--- config.mk ---
export PLATFORM = sky130hd
export DESIGN_NAME = remote_carrier_generator
export DESIGN_NICKNAME = d
export VERILOG_FILES = /design/src/design/carrier_gen_pkg.sv /design/src/design/count_channel.sv /design/src/design/remote_carrier_generator.sv
export SDC_FILE = /design/constraint.sdc
export NUM_CORES = 1
export LEC_CHECK = 0
export BUFFER_PORTS_ARGS = -buffer_cell sky130_fd_sc_hd__buf_2
export CORE_MARGIN = 1.5
export CORE_UTILIZATION = 34
export CTS_CLUSTER_SIZE = 25
export DETAILED_ROUTE_END_ITERATION = 10
export PLACE_DENSITY = 0.58
export SLEW_MARGIN = 5
export SYNTH_ARGS = -nofsm -noshare
export SYNTH_HDL_FRONTEND = slang
export SYNTH_SLANG_ARGS = --single-unit
--- constraint.sdc ---
create_clock -name CLK_SYS -period 5.93 [get_ports CLK_SYS]
set_input_delay 0.593 -clock CLK_SYS [delete_from_list [all_inputs] [get_ports CLK_SYS]]
set_output_delay 0.593 -clock CLK_SYS [all_outputs]
set_load 0.005 [all_outputs]
--- src/design/carrier_gen_pkg.sv ---
package carrier_gen_pkg;

    localparam int DATA_W       = 8;
    localparam int PRESCALE_W   = 12;
    localparam int ADDR_W       = 8;

    // register byte offsets
    localparam logic [7:0] OFS_SYMBOL_MODE   = 8'h00;
    localparam logic [7:0] OFS_CARRIER_MODE  = 8'h04;
    localparam logic [7:0] OFS_CARRIER_CTRL  = 8'h08;
    localparam logic [7:0] OFS_SYMBOL_CMP    = 8'h0c;
    localparam logic [7:0] OFS_CARRIER_LOW   = 8'h10;
    localparam logic [7:0] OFS_CARRIER_HIGH  = 8'h14;
    localparam logic [7:0] OFS_SYMBOL_COUNT  = 8'h18;
    localparam logic [7:0] OFS_CARRIER_COUNT = 8'h1c;
    localparam logic [7:0] OFS_IRQ_STATUS    = 8'h20;
    localparam logic [7:0] OFS_OUT_ENABLE    = 8'h24;

    // mode register fields
    localparam int MODE_CP_LSB    = 4;
    localparam int MODE_CP_MSB    = 6;
    localparam int MODE_START_BIT = 3;
    localparam int MODE_RUN_BIT   = 2;
    localparam int MODE_SEL_LSB   = 0;
    localparam int MODE_SEL_MSB   = 1;
    localparam logic [1:0] MODE_SEL_CG_CARRIER = 2'b11;
    localparam logic [1:0] MODE_SEL_CG_SYMBOL  = 2'b00;

    // carrier control register fields
    localparam int CTRL_GATE_BIT   = 7;
    localparam int CTRL_OUT_EN_BIT = 3;
    localparam int CTRL_STYLE_BIT  = 2;
    localparam int CTRL_NEXT_BIT   = 1;
    localparam int CTRL_ACTIVE_BIT = 0;
    localparam logic [7:0] CTRL_USED_MASK = 8'h8f;

    // status and output enable fields
    localparam int STAT_SYMBOL_BIT  = 0;
    localparam int STAT_CARRIER_BIT = 1;
    localparam int OUTEN_SYMBOL_BIT = 0;

    // count pulse selection codes
    localparam logic [2:0] CP_EDGE_RISE = 3'b000;
    localparam logic [2:0] CP_EDGE_FALL = 3'b001;
    localparam logic [2:0] CP_SEL_2     = 3'b010;
    localparam logic [2:0] CP_SEL_3     = 3'b011;
    localparam logic [2:0] CP_SEL_4     = 3'b100;
    localparam logic [2:0] CP_SEL_5     = 3'b101;
    localparam logic [2:0] CP_SEL_6     = 3'b110;
    localparam logic [2:0] CP_SEL_7     = 3'b111;

    // prescaler masks: tick when masked bits are all ones
    localparam logic [11:0] DIV_1    = 12'h000;
    localparam logic [11:0] DIV_2    = 12'h001;
    localparam logic [11:0] DIV_16   = 12'h00f;
    localparam logic [11:0] DIV_32   = 12'h01f;
    localparam logic [11:0] DIV_64   = 12'h03f;
    localparam logic [11:0] DIV_256  = 12'h0ff;
    localparam logic [11:0] DIV_1024 = 12'h3ff;
    localparam logic [11:0] DIV_4096 = 12'hfff;

    // reset values
    localparam logic [7:0]  RESET_MODE     = 8'h00;
    localparam logic [7:0]  RESET_CTRL     = 8'h00;
    localparam logic [7:0]  RESET_COMPARE  = 8'hff;
    localparam logic [7:0]  RESET_COUNT    = 8'h00;
    localparam logic [11:0] RESET_PRESCALE = 12'h000;

    typedef struct packed {
        logic       clear;
        logic       run;
        logic       cp;
        logic [7:0] compare;
    } chan_ctrl_t;

    typedef struct packed {
        logic [7:0] count;
        logic       match;
    } chan_state_t;

endpackage

--- src/design/count_channel.sv ---
`timescale 1ns/10ps
`default_nettype none

module count_channel (
    input  wire logic                         clk,
    input  wire logic                         rst,
    input  wire carrier_gen_pkg::chan_ctrl_t  ctrl,
    output carrier_gen_pkg::chan_state_t      stat
);

    carrier_gen_pkg::chan_state_t state_reg;
    carrier_gen_pkg::chan_state_t state_next;

    always_comb begin
        state_next       = state_reg;
        state_next.match = 1'b0;
        if (ctrl.clear) begin
            state_next.count = carrier_gen_pkg::RESET_COUNT;
        end else if (ctrl.run && ctrl.cp) begin
            if (state_reg.count == ctrl.compare) begin
                state_next.count = carrier_gen_pkg::RESET_COUNT;
                state_next.match = 1'b1;
            end else begin
                state_next.count = state_reg.count + 8'h01;
            end
        end
    end

    always_ff @(posedge clk) begin
        if (rst) begin
            state_reg <= '0;
        end else begin
            state_reg <= state_next;
        end
    end

    assign stat = state_reg;

endmodule

`default_nettype wire

--- src/design/remote_carrier_generator.sv ---
// Local design decisions: the register offsets and the APB slave port.
`timescale 1ns/10ps
`default_nettype none

module remote_carrier_generator (
    input  wire logic        CLK_SYS,
    input  wire logic        RST,
    input  wire logic        PSEL,
    input  wire logic        PENABLE,
    input  wire logic        PWRITE,
    input  wire logic [7:0]  PADDR,
    input  wire logic [31:0] PWDATA,
    output logic      [31:0] PRDATA,
    output logic             PREADY,
    output logic             PSLVERR,
    input  wire logic        SYMBOL_EVENT_IN,
    input  wire logic        CARRIER_EVENT_IN,
    output logic             CARRIER_OUT_PIN,
    output logic             SYMBOL_OUT_PIN,
    output logic             SYMBOL_IRQ_FLAG,
    output logic             CARRIER_IRQ_FLAG
);

    typedef struct packed {
        logic [7:0]  symbol_mode;
        logic [7:0]  carrier_mode;
        logic [7:0]  ctrl;
        logic [7:0]  symbol_cmp;
        logic [7:0]  carrier_low;
        logic [7:0]  carrier_high;
        logic        symbol_irq;
        logic        carrier_irq;
        logic        symbol_out_en;
        logic        carrier_ff;
        logic        symbol_ff;
        logic        pin_data;
        logic        carrier_pin;
        logic [31:0] prdata;
        logic [11:0] prescale;
        logic [1:0]  sync1;
        logic [1:0]  sync2;
        logic [1:0]  sync3;
        logic [1:0]  filt;
    } state_t;

    state_t state_reg;
    state_t state_next;

    carrier_gen_pkg::chan_ctrl_t  sym_ctrl;
    carrier_gen_pkg::chan_ctrl_t  car_ctrl;
    carrier_gen_pkg::chan_state_t sym_stat;
    carrier_gen_pkg::chan_state_t car_stat;

    logic        wr_en;
    logic        rd_setup;
    logic        mapped;
    logic        cg_mode;
    logic        style;
    logic [1:0]  ev_rise;
    logic [1:0]  ev_fall;
    logic [31:0] rd_mux;

    function automatic logic tick(input logic [11:0] pre,
                                  input logic [11:0] mask);
        tick = ((pre & mask) == mask);
    endfunction

    ////////////////////////////////////////////////////////////////////////
    // bus decode

    always_comb begin
        wr_en    = PSEL && PENABLE && PWRITE;
        rd_setup = PSEL && !PENABLE && !PWRITE;
        mapped   = (PADDR[1:0] == 2'b00) &&
                   (PADDR <= carrier_gen_pkg::OFS_OUT_ENABLE);
    end

    always_comb begin
        rd_mux = 32'h0000_0000;
        case (PADDR)
            carrier_gen_pkg::OFS_SYMBOL_MODE:
                rd_mux[7:0] = state_reg.symbol_mode;
            carrier_gen_pkg::OFS_CARRIER_MODE:
                rd_mux[7:0] = state_reg.carrier_mode;
            carrier_gen_pkg::OFS_CARRIER_CTRL:
                rd_mux[7:0] = state_reg.ctrl;
            carrier_gen_pkg::OFS_SYMBOL_CMP:
                rd_mux[7:0] = state_reg.symbol_cmp;
            carrier_gen_pkg::OFS_CARRIER_LOW:
                rd_mux[7:0] = state_reg.carrier_low;
            carrier_gen_pkg::OFS_CARRIER_HIGH:
                rd_mux[7:0] = state_reg.carrier_high;
            carrier_gen_pkg::OFS_SYMBOL_COUNT:
                rd_mux[7:0] = sym_stat.count;
            carrier_gen_pkg::OFS_CARRIER_COUNT:
                rd_mux[7:0] = car_stat.count;
            carrier_gen_pkg::OFS_IRQ_STATUS: begin
                rd_mux[carrier_gen_pkg::STAT_SYMBOL_BIT]  =
                    state_reg.symbol_irq;
                rd_mux[carrier_gen_pkg::STAT_CARRIER_BIT] =
                    state_reg.carrier_irq;
            end
            carrier_gen_pkg::OFS_OUT_ENABLE:
                rd_mux[carrier_gen_pkg::OUTEN_SYMBOL_BIT] =
                    state_reg.symbol_out_en;
            default: rd_mux = 32'h0000_0000;
        endcase
    end

    ////////////////////////////////////////////////////////////////////////
    // event pin edges after three-stage synchroniser

    always_comb begin
        for (int i = 0; i < 2; i++) begin
            ev_rise[i] = (state_reg.sync2[i] == state_reg.sync3[i]) &&
                         state_reg.sync3[i] && !state_reg.filt[i];
            ev_fall[i] = (state_reg.sync2[i] == state_reg.sync3[i]) &&
                         !state_reg.sync3[i] && state_reg.filt[i];
        end
    end

    ////////////////////////////////////////////////////////////////////////
    // channel control

    always_comb begin
        cg_mode = (state_reg.carrier_mode[carrier_gen_pkg::MODE_SEL_MSB:
                       carrier_gen_pkg::MODE_SEL_LSB] ==
                   carrier_gen_pkg::MODE_SEL_CG_CARRIER) &&
                  (state_reg.symbol_mode[carrier_gen_pkg::MODE_SEL_MSB:
                       carrier_gen_pkg::MODE_SEL_LSB] ==
                   carrier_gen_pkg::MODE_SEL_CG_SYMBOL);
        style   = state_reg.ctrl[carrier_gen_pkg::CTRL_STYLE_BIT];
        sym_ctrl.clear = wr_en &&
            (PADDR == carrier_gen_pkg::OFS_SYMBOL_MODE) &&
            PWDATA[carrier_gen_pkg::MODE_START_BIT];
        sym_ctrl.run = state_reg.symbol_mode[carrier_gen_pkg::MODE_RUN_BIT];
        sym_ctrl.compare = state_reg.symbol_cmp;
        case (state_reg.symbol_mode[carrier_gen_pkg::MODE_CP_MSB:
                  carrier_gen_pkg::MODE_CP_LSB])
            carrier_gen_pkg::CP_EDGE_RISE: sym_ctrl.cp = ev_rise[0];
            carrier_gen_pkg::CP_EDGE_FALL: sym_ctrl.cp = ev_fall[0];
            carrier_gen_pkg::CP_SEL_2:     sym_ctrl.cp = car_stat.match;
            carrier_gen_pkg::CP_SEL_3:     sym_ctrl.cp =
                tick(state_reg.prescale, carrier_gen_pkg::DIV_32);
            carrier_gen_pkg::CP_SEL_4:     sym_ctrl.cp =
                tick(state_reg.prescale, carrier_gen_pkg::DIV_4096);
            carrier_gen_pkg::CP_SEL_5:     sym_ctrl.cp =
                tick(state_reg.prescale, carrier_gen_pkg::DIV_1024);
            carrier_gen_pkg::CP_SEL_6:     sym_ctrl.cp =
                tick(state_reg.prescale, carrier_gen_pkg::DIV_256);
            carrier_gen_pkg::CP_SEL_7:     sym_ctrl.cp =
                tick(state_reg.prescale, carrier_gen_pkg::DIV_64);
            default:                       sym_ctrl.cp = 1'b0;
        endcase
        car_ctrl.clear = wr_en &&
            (PADDR == carrier_gen_pkg::OFS_CARRIER_MODE) &&
            PWDATA[carrier_gen_pkg::MODE_START_BIT];
        car_ctrl.run = cg_mode &&
            state_reg.carrier_mode[carrier_gen_pkg::MODE_RUN_BIT];
        car_ctrl.compare = state_reg.carrier_ff ?
            state_reg.carrier_high : state_reg.carrier_low;
        case (state_reg.carrier_mode[carrier_gen_pkg::MODE_CP_MSB:
                  carrier_gen_pkg::MODE_CP_LSB])
            carrier_gen_pkg::CP_EDGE_RISE: car_ctrl.cp = ev_rise[1];
            carrier_gen_pkg::CP_EDGE_FALL: car_ctrl.cp = ev_fall[1];
            carrier_gen_pkg::CP_SEL_2:     car_ctrl.cp =
                tick(state_reg.prescale, carrier_gen_pkg::DIV_2);
            carrier_gen_pkg::CP_SEL_3:     car_ctrl.cp =
                tick(state_reg.prescale, carrier_gen_pkg::DIV_1);
            carrier_gen_pkg::CP_SEL_4:     car_ctrl.cp =
                tick(state_reg.prescale, carrier_gen_pkg::DIV_1024);
            carrier_gen_pkg::CP_SEL_5:     car_ctrl.cp =
                tick(state_reg.prescale, carrier_gen_pkg::DIV_256);
            carrier_gen_pkg::CP_SEL_6:     car_ctrl.cp =
                tick(state_reg.prescale, carrier_gen_pkg::DIV_64);
            carrier_gen_pkg::CP_SEL_7:     car_ctrl.cp =
                tick(state_reg.prescale, carrier_gen_pkg::DIV_16);
            default:                       car_ctrl.cp = 1'b0;
        endcase
    end

    ////////////////////////////////////////////////////////////////////////
    // next state

    always_comb begin
        state_next          = state_reg;
        state_next.prescale = state_reg.prescale + 12'h001;
        state_next.sync1    = {CARRIER_EVENT_IN, SYMBOL_EVENT_IN};
        state_next.sync2    = state_reg.sync1;
        state_next.sync3    = state_reg.sync2;
        for (int i = 0; i < 2; i++) begin
            if (state_reg.sync2[i] == state_reg.sync3[i]) begin
                state_next.filt[i] = state_reg.sync3[i];
            end
        end

        // software writes; hardware sets below override clears
        if (wr_en) begin
            case (PADDR)
                carrier_gen_pkg::OFS_SYMBOL_MODE: begin
                    state_next.symbol_mode = PWDATA[7:0];
                    state_next.symbol_mode[carrier_gen_pkg::MODE_START_BIT] =
                        1'b0;
                    if (PWDATA[carrier_gen_pkg::MODE_START_BIT]) begin
                        state_next.symbol_irq = 1'b0;
                    end
                end
                carrier_gen_pkg::OFS_CARRIER_MODE: begin
                    state_next.carrier_mode = PWDATA[7:0];
                    state_next.carrier_mode[carrier_gen_pkg::MODE_START_BIT] =
                        1'b0;
                    if (PWDATA[carrier_gen_pkg::MODE_START_BIT]) begin
                        state_next.carrier_irq = 1'b0;
                        state_next.carrier_ff  = 1'b0;
                    end
                end
                carrier_gen_pkg::OFS_CARRIER_CTRL:
                    state_next.ctrl = PWDATA[7:0] &
                        carrier_gen_pkg::CTRL_USED_MASK;
                carrier_gen_pkg::OFS_SYMBOL_CMP:
                    state_next.symbol_cmp = PWDATA[7:0];
                carrier_gen_pkg::OFS_CARRIER_LOW:
                    state_next.carrier_low = PWDATA[7:0];
                carrier_gen_pkg::OFS_CARRIER_HIGH:
                    state_next.carrier_high = PWDATA[7:0];
                carrier_gen_pkg::OFS_IRQ_STATUS: begin
                    if (PWDATA[carrier_gen_pkg::STAT_SYMBOL_BIT]) begin
                        state_next.symbol_irq = 1'b0;
                    end
                    if (PWDATA[carrier_gen_pkg::STAT_CARRIER_BIT]) begin
                        state_next.carrier_irq = 1'b0;
                    end
                end
                carrier_gen_pkg::OFS_OUT_ENABLE:
                    state_next.symbol_out_en =
                        PWDATA[carrier_gen_pkg::OUTEN_SYMBOL_BIT];
                default: state_next.prdata = state_reg.prdata;
            endcase
        end

        // carrier phase matches
        if (car_stat.match) begin
            state_next.carrier_ff = !state_reg.carrier_ff;
            if (!state_reg.carrier_ff) begin
                state_next.carrier_irq = 1'b1;
            end
        end

        // symbol interval match
        if (sym_stat.match) begin
            state_next.symbol_irq = 1'b1;
            state_next.symbol_ff  = !state_reg.symbol_ff;
            if (cg_mode) begin
                state_next.ctrl[carrier_gen_pkg::CTRL_ACTIVE_BIT] =
                    state_reg.ctrl[carrier_gen_pkg::CTRL_NEXT_BIT];
            end
        end

        // pin data only changes while the pin is low, at a carrier match, or while the style bit is set
        if (!state_reg.carrier_pin || car_stat.match || style) begin
            state_next.pin_data =
                state_reg.ctrl[carrier_gen_pkg::CTRL_ACTIVE_BIT];
        end
        state_next.carrier_pin =
            state_reg.ctrl[carrier_gen_pkg::CTRL_OUT_EN_BIT] &&
            cg_mode && state_reg.pin_data &&
            (style || state_reg.carrier_ff);

        if (rd_setup) begin
            state_next.prdata = rd_mux;
        end
    end

    ////////////////////////////////////////////////////////////////////////
    // registers and channels

    always_ff @(posedge CLK_SYS) begin
        if (RST) begin
            state_reg              <= '0;
            state_reg.symbol_mode  <= carrier_gen_pkg::RESET_MODE;
            state_reg.carrier_mode <= carrier_gen_pkg::RESET_MODE;
            state_reg.ctrl         <= carrier_gen_pkg::RESET_CTRL;
            state_reg.symbol_cmp   <= carrier_gen_pkg::RESET_COMPARE;
            state_reg.carrier_low  <= carrier_gen_pkg::RESET_COMPARE;
            state_reg.carrier_high <= carrier_gen_pkg::RESET_COMPARE;
            state_reg.prescale     <= carrier_gen_pkg::RESET_PRESCALE;
        end else begin
            state_reg <= state_next;
        end
    end

    count_channel symbol_chan (
        .clk  (CLK_SYS),
        .rst  (RST),
        .ctrl (sym_ctrl),
        .stat (sym_stat)
    );

    count_channel carrier_chan (
        .clk  (CLK_SYS),
        .rst  (RST),
        .ctrl (car_ctrl),
        .stat (car_stat)
    );

    assign PRDATA           = state_reg.prdata;
    assign PREADY           = 1'b1;
    assign PSLVERR          = PSEL && PENABLE && !mapped;
    assign CARRIER_OUT_PIN  = state_reg.carrier_pin;
    assign SYMBOL_OUT_PIN   = state_reg.symbol_out_en && state_reg.symbol_ff;
    assign SYMBOL_IRQ_FLAG  = state_reg.symbol_irq;
    assign CARRIER_IRQ_FLAG = state_reg.carrier_irq;

endmodule

`default_nettype wire

# --- Word level (Yosys, flattened, before mapping) ---
# Cells that the tools add are included.
word_totals:
  word_cells: 158
  register_bits: 96
  input_bits: 47
  output_inout_bits: 38
classes:
  n_eq_ne: 36
  n_lt_le_gt_ge: 1
  muxes: 29
  add_sub_neg: 3
  bitwise: 2
  n_reduce_logical: 62
ops:
  columns: ["operator", "n"]
  rows:
  - ["8-bit two-way mux", 6]
  - ["6-bit one-hot mux with 8 select lines", 1]
  - ["8-bit by 5-bit == test with 1-bit output (second input constant)", 4]
  - ["29-bit two-way mux", 1]
  - ["1-bit logical AND", 26]
  - ["3-bit == test (second input constant)", 8]
  - ["8-bit by 1-bit adder with 8-bit output (second input constant)", 2]
  - ["8-bit by 4-bit == test with 1-bit output (second input constant)", 2]
  - ["8-bit by 6-bit == test with 1-bit output (second input constant)", 2]
  - ["8-bit == test", 2]
  - ["1-bit one-hot mux with 8 select lines", 2]
  - ["1-bit two-way mux", 15]
  - ["2-bit AND reduction", 7]
  - ["12-bit by 1-bit adder with 12-bit output (second input constant)", 1]
  - ["12-bit == test (second input constant)", 1]
  - ["3-bit by 2-bit == test with 1-bit output (second input constant)", 4]
  - ["10-bit == test (second input constant)", 1]
  - ["1-bit zero test", 10]
  - ["1-bit one-hot mux with 10 select lines", 1]
  - ["1-bit one-hot mux with 9 select lines", 1]
  - ["8-bit by 3-bit == test with 1-bit output (second input constant)", 1]
  - ["8-bit == test (second input constant)", 1]
  - ["8-bit by 6-bit <= comparator with 1-bit output (second input constant)", 1]
  - ["8-bit zero test", 1]
  - ["18 further kinds", 32]

# --- Depth between registers and ports, before layout ---
logic_depth:
  depth_word: 7
  ltp_mapped: 10
  depth_no_buf: 9

# --- Cells and area by module ---
# Synthesis repeated with hierarchy kept, for this count alone.
unflattened:
  hier_cells: 567
  area_unflattened_um2: 5198.7
modules_own_cells:
  columns: ["mod", "cells_per_inst", "seq_area_each_um2", "n_inst", "area_each_um2"]
  rows:
  - ["remote_carrier_generator", 463, 1561.5, 1, 4122.7]
  - ["count_channel", 52, 180.2, 2, 538.0]

# --- Worst setup path after synthesis ---
# Ideal clock, no wire load.
synth_path:
  path_kind: "input port to flip-flop"
  start: "input port PADDR[3]"
  end: "register state_reg[59] (netlist name)"
  t_arrival_ps: 1992
  n_path_buf: 2
  slack_ps: 3818
  cell_stages: 6
  setup_time_ps: 120
  required_time_ps: 5810
  cell_sequence: "buf_2 > nor4b_4 > and2_1 > buf_4 > nand2_1 > a211o_1"
synth_between:
  elab_chain_len: 2
synth_rtl:
  columns: ["element", "line", "text"]
  rows:
  - ["from (decl)", "remote_carrier_generator.sv:11", "input wire logic [7:0] PADDR,"]
  - ["8-bit by 5-bit == test with 1-bit output", "remote_carrier_generator.sv:199", "case (PADDR)"]
  - ["2-bit AND reduction (no line)", null, null]
  - ["to (signal assigned)", "remote_carrier_generator.sv:288", "state_reg <= state_next;"]
  - ["to (decl)", "remote_carrier_generator.sv:46", "state_t state_reg;"]
# No other way between the ends.
# A chain may end at the register's enable or synchronous reset.

# --- Worst setup path in the final report ---
layout_path:
  start: "input port PADDR[2]"
  end: "register state_reg[61] (netlist name)"
# Same word-level chain as after synthesis.

==> impl_metrics.tcl <==
set metrics [dict create \
    n_fill_cell 1458 \
    fin_skew_ps 7.42 \
    synth_ff_type "dfxtp_1" \
    cts_setup_buffers 0 \
    crit_path_max_fanout 15 \
    yosys.area_share.simple_pct 22.2 \
    seqPwrFrac_pct 47.6 \
    rows 44 \
    layout.nets 633 \
    grt_use_total_pct 17.4 \
    dieHeight_um 126 \
    grt_start_max_net_pins 77 \
    synth_top_family_by_area "simple AND/OR/NAND/NOR gates" \
    io_pins 85 \
    cts.clk_slew.worst_paths_ps 60 \
    cp-start-kind "primary input" \
    mostFrequentLayoutCell "dfxtp_1" \
    largest_reg_flops 63 \
    setup_viol 0 \
    die_area_um2 15800 \
    ys_warn_count 0 \
    synthesis.instances 567 \
    worst_pin_slew_ps 815 \
    synth_top_area_cell "dfxtp_1" \
    finalSetupTns_ps 0 \
    power.switching_uw 306 \
    seq_area_frac_synth_pct 37.6 \
    cts.repair.resized 0 \
    cts.path.max_buffers 2 \
    cts_hold_buf 0 \
    p_leak_uw 0.00214 \
    slew_viol_final 0 \
    ant_nets 0 \
    num_antenna_cells 0 \
    crit_family "simple AND/OR/NAND/NOR gates" \
    numPortBuffers 35 \
    routed_wl_um 13400 \
    period_share_pct 42.8 \
    hold_path.class "flip-flop to flip-flop" \
    dp_hpwl_um 9600 \
    worstPathCellList "buf_2, nor4b_4, and2_1, nand2_1, a211o_1" \
    cpPeakStageDelay_ps 600 \
    drive_gt1_share_pct 12.3 \
    synthAdderAreaFrac_pct 1.96 \
    max_freq_ghz 0.394 \
    gp_congestion 0.871 \
    maxSlewHeadroom_pct 45.7 \
    post-route-min-period_ps 2540 \
    synth_area_um2 5120 \
    drt_iter0_markers 292 \
    grt_overflow 0 \
    final_cell_mix "96 x dfxtp_1, 43 x nor2_1, 42 x nand2_1, 35 x buf_2, 33 x mux2i_1" \
    dr.pass1.iters 5 \
    synth_edf_count 0 \
    endpoint_kind "flip-flop" \
    critPathRequiredTime_ps 6170 \
    vdd_drop_max_uv 119 \
    num_vias 4181 \
    swShare_pct 22.4 \
    vias_per_cell 5.45 \
    die_w_um 126 \
    p_clk_share_pct 47.3 \
    grt_pass1_wl_um 21700 \
    status "complete, no violations" \
    syn_area_per_cell_um2 9.02 \
    cts_root_buf "clkbuf_16" \
    maxCapViolCount 0 \
    ys_types 65 \
    finalHoldViolCount 0 \
    synth_seq_cells 96 \
    clock_latency_ps 360 \
    slowest_stage "nor4b_4" \
    synth_top_area_share_pct 37.6 \
    p_per_area_nw_per_um2 246 \
    post-route-drc-count 0 \
    rsz0062_at_grt "false" \
    worstSetupEndpoint "state_reg[61]" \
    ys_top_cells_by_area "dfxtp_1 38%, mux2i_1 6.5%, buf_4 5.0%, a211o_1 4.1%, xor2_1 3.8%" \
    p_int_uw 1060 \
    cts_tree "done" \
    fin_total_pwr_uw 1370 \
    syn2layout_area_growth_pct 8.90 \
    startpoint "PADDR[2]" \
    path_class "primary input to flip-flop" \
    initial_core_util_pct 35.1 \
    timing.rr.end "symbol_chan.stat[2]" \
    wire_per_inst_um 17.5 \
    grt_pass1_vias 3984 \
    async_flop_share_pct 0 \
    timing.rr.start "state_reg[8]" \
    crit_buf_inv 1 \
    grt_antenna_before_repair 0 \
    clock_sinks 96 \
    core-area_um2 14600 \
    cts_inserted_buffers 9 \
    critical_path_depth 5 \
    combPwrFrac_pct 5.1 \
    reg2regPathDepth 10 \
    rrSetupSlack_ps 3510 \
    cp_data_arrival_time_ps 2780 \
    synth_compound_area_share_pct 17.3 \
    synth-xor-area-share_pct 4.62 \
    cts_max_level 3 \
    synth_mux_area_share_pct 8.00 \
]
==> worst min-delay path by stage <==
stage                    startpoint            end  slack [ps]  cells after the start
finish                state_next[5]  state_next[3]         440                      1
global route          state_next[4]  state_next[2]         460                      1
CTS                 SYMBOL_EVENT_IN  state_next[4]         440                      2
detailed placement    state_next[5]  state_next[3]         420                      1
global placement      state_next[4]  state_next[2]         420                      1
floorplan             state_next[4]  state_next[2]         410                      1
==> cell type report <==
cell class	instances	area [um2]	share of cell area, %
sequential	96	1920	34.5
tap	184	230	4.13
timing repair buffer	37	190	3.41
inverter	11	41.3	0.741
clock buffer	11	253	4.54
multi-input combinational	423	2860	51.3
clock inverter	5	78.8	1.41
==> cell usage after synthesis, drive strengths merged, types with 3 or more instances <==
library cell  instances
mux2                  3
xor2                 22
and3                 16
nor2                 43
o21ai                20
nor4                  5
a31oi                 5
dfxtp                96
clkbuf               13
nor3                  6
nand2                42
inv                  11
nand4                 9
ha                    8
or4                   6
mux2i                33
and2                 10
a21oi                25
o2111ai               3
nand2b                3
a211o                24
a211oi               10
buf                  47
o31ai                 7
xnor2                 5
or3                   8
nor2b                25
o2bb2ai               4
nand3b                3
nand3                19
==> metrics by stage <==
step	instance area [um2]	util, %	cells	worst slack (ps)	hold slack, ps
floorplan	5200	-	590	3820	414
finish	5570	38.2	767	3390	436
global placement	5240	35.9	751	3110	417
detailed placement	5240	35.9	751	3070	425
global route	5570	38.2	767	3280	456
CTS	5570	38.2	767	3450	437
==> kinds of logic after synthesis <==
logic type      after synthesis
simple gates                203
fa+ha+maj                     8
other cells                   2
mux                          38
buf+inv                      71
xor+xnor                     27
compound gates              122
flops                        96
==> worst register-to-register path: cells and delay by family (launching register included) <==
kind,cells,cell delay [ps]
AO/OA/AOI/OAI,3,830
adder cells (fa/ha/maj),2,360
buffers and inverters,2,320
flip-flops,1,380
AND/OR/NAND/NOR,3,390
==> power groups by stage <==
| stage | combinational [uW] | sequential (uW) | clock [uW] |
|---|---|---|---|
| 2_1_floorplan | 55.0 | 665 | 0 |
| 3_3_place_gp | 68.3 | 666 | 0 |
| 3_5_place_dp | 69.7 | 666 | 0 |
| 4_1_cts | 70.0 | 651 | 660 |
| 5_1_grt | 77.9 | 651 | 686 |
| 6_report | 70.5 | 651 | 647 |
==> layer usage <==
metal | track usage, % | routed length (um)
met3 | 3.57 | 826
met5 | 0 | 0
met1 | 24.1 | 6230
met2 | 26.9 | 6080
met4 | 6.68 | 271
Note: power is estimated with default switching activity, not from simulation.
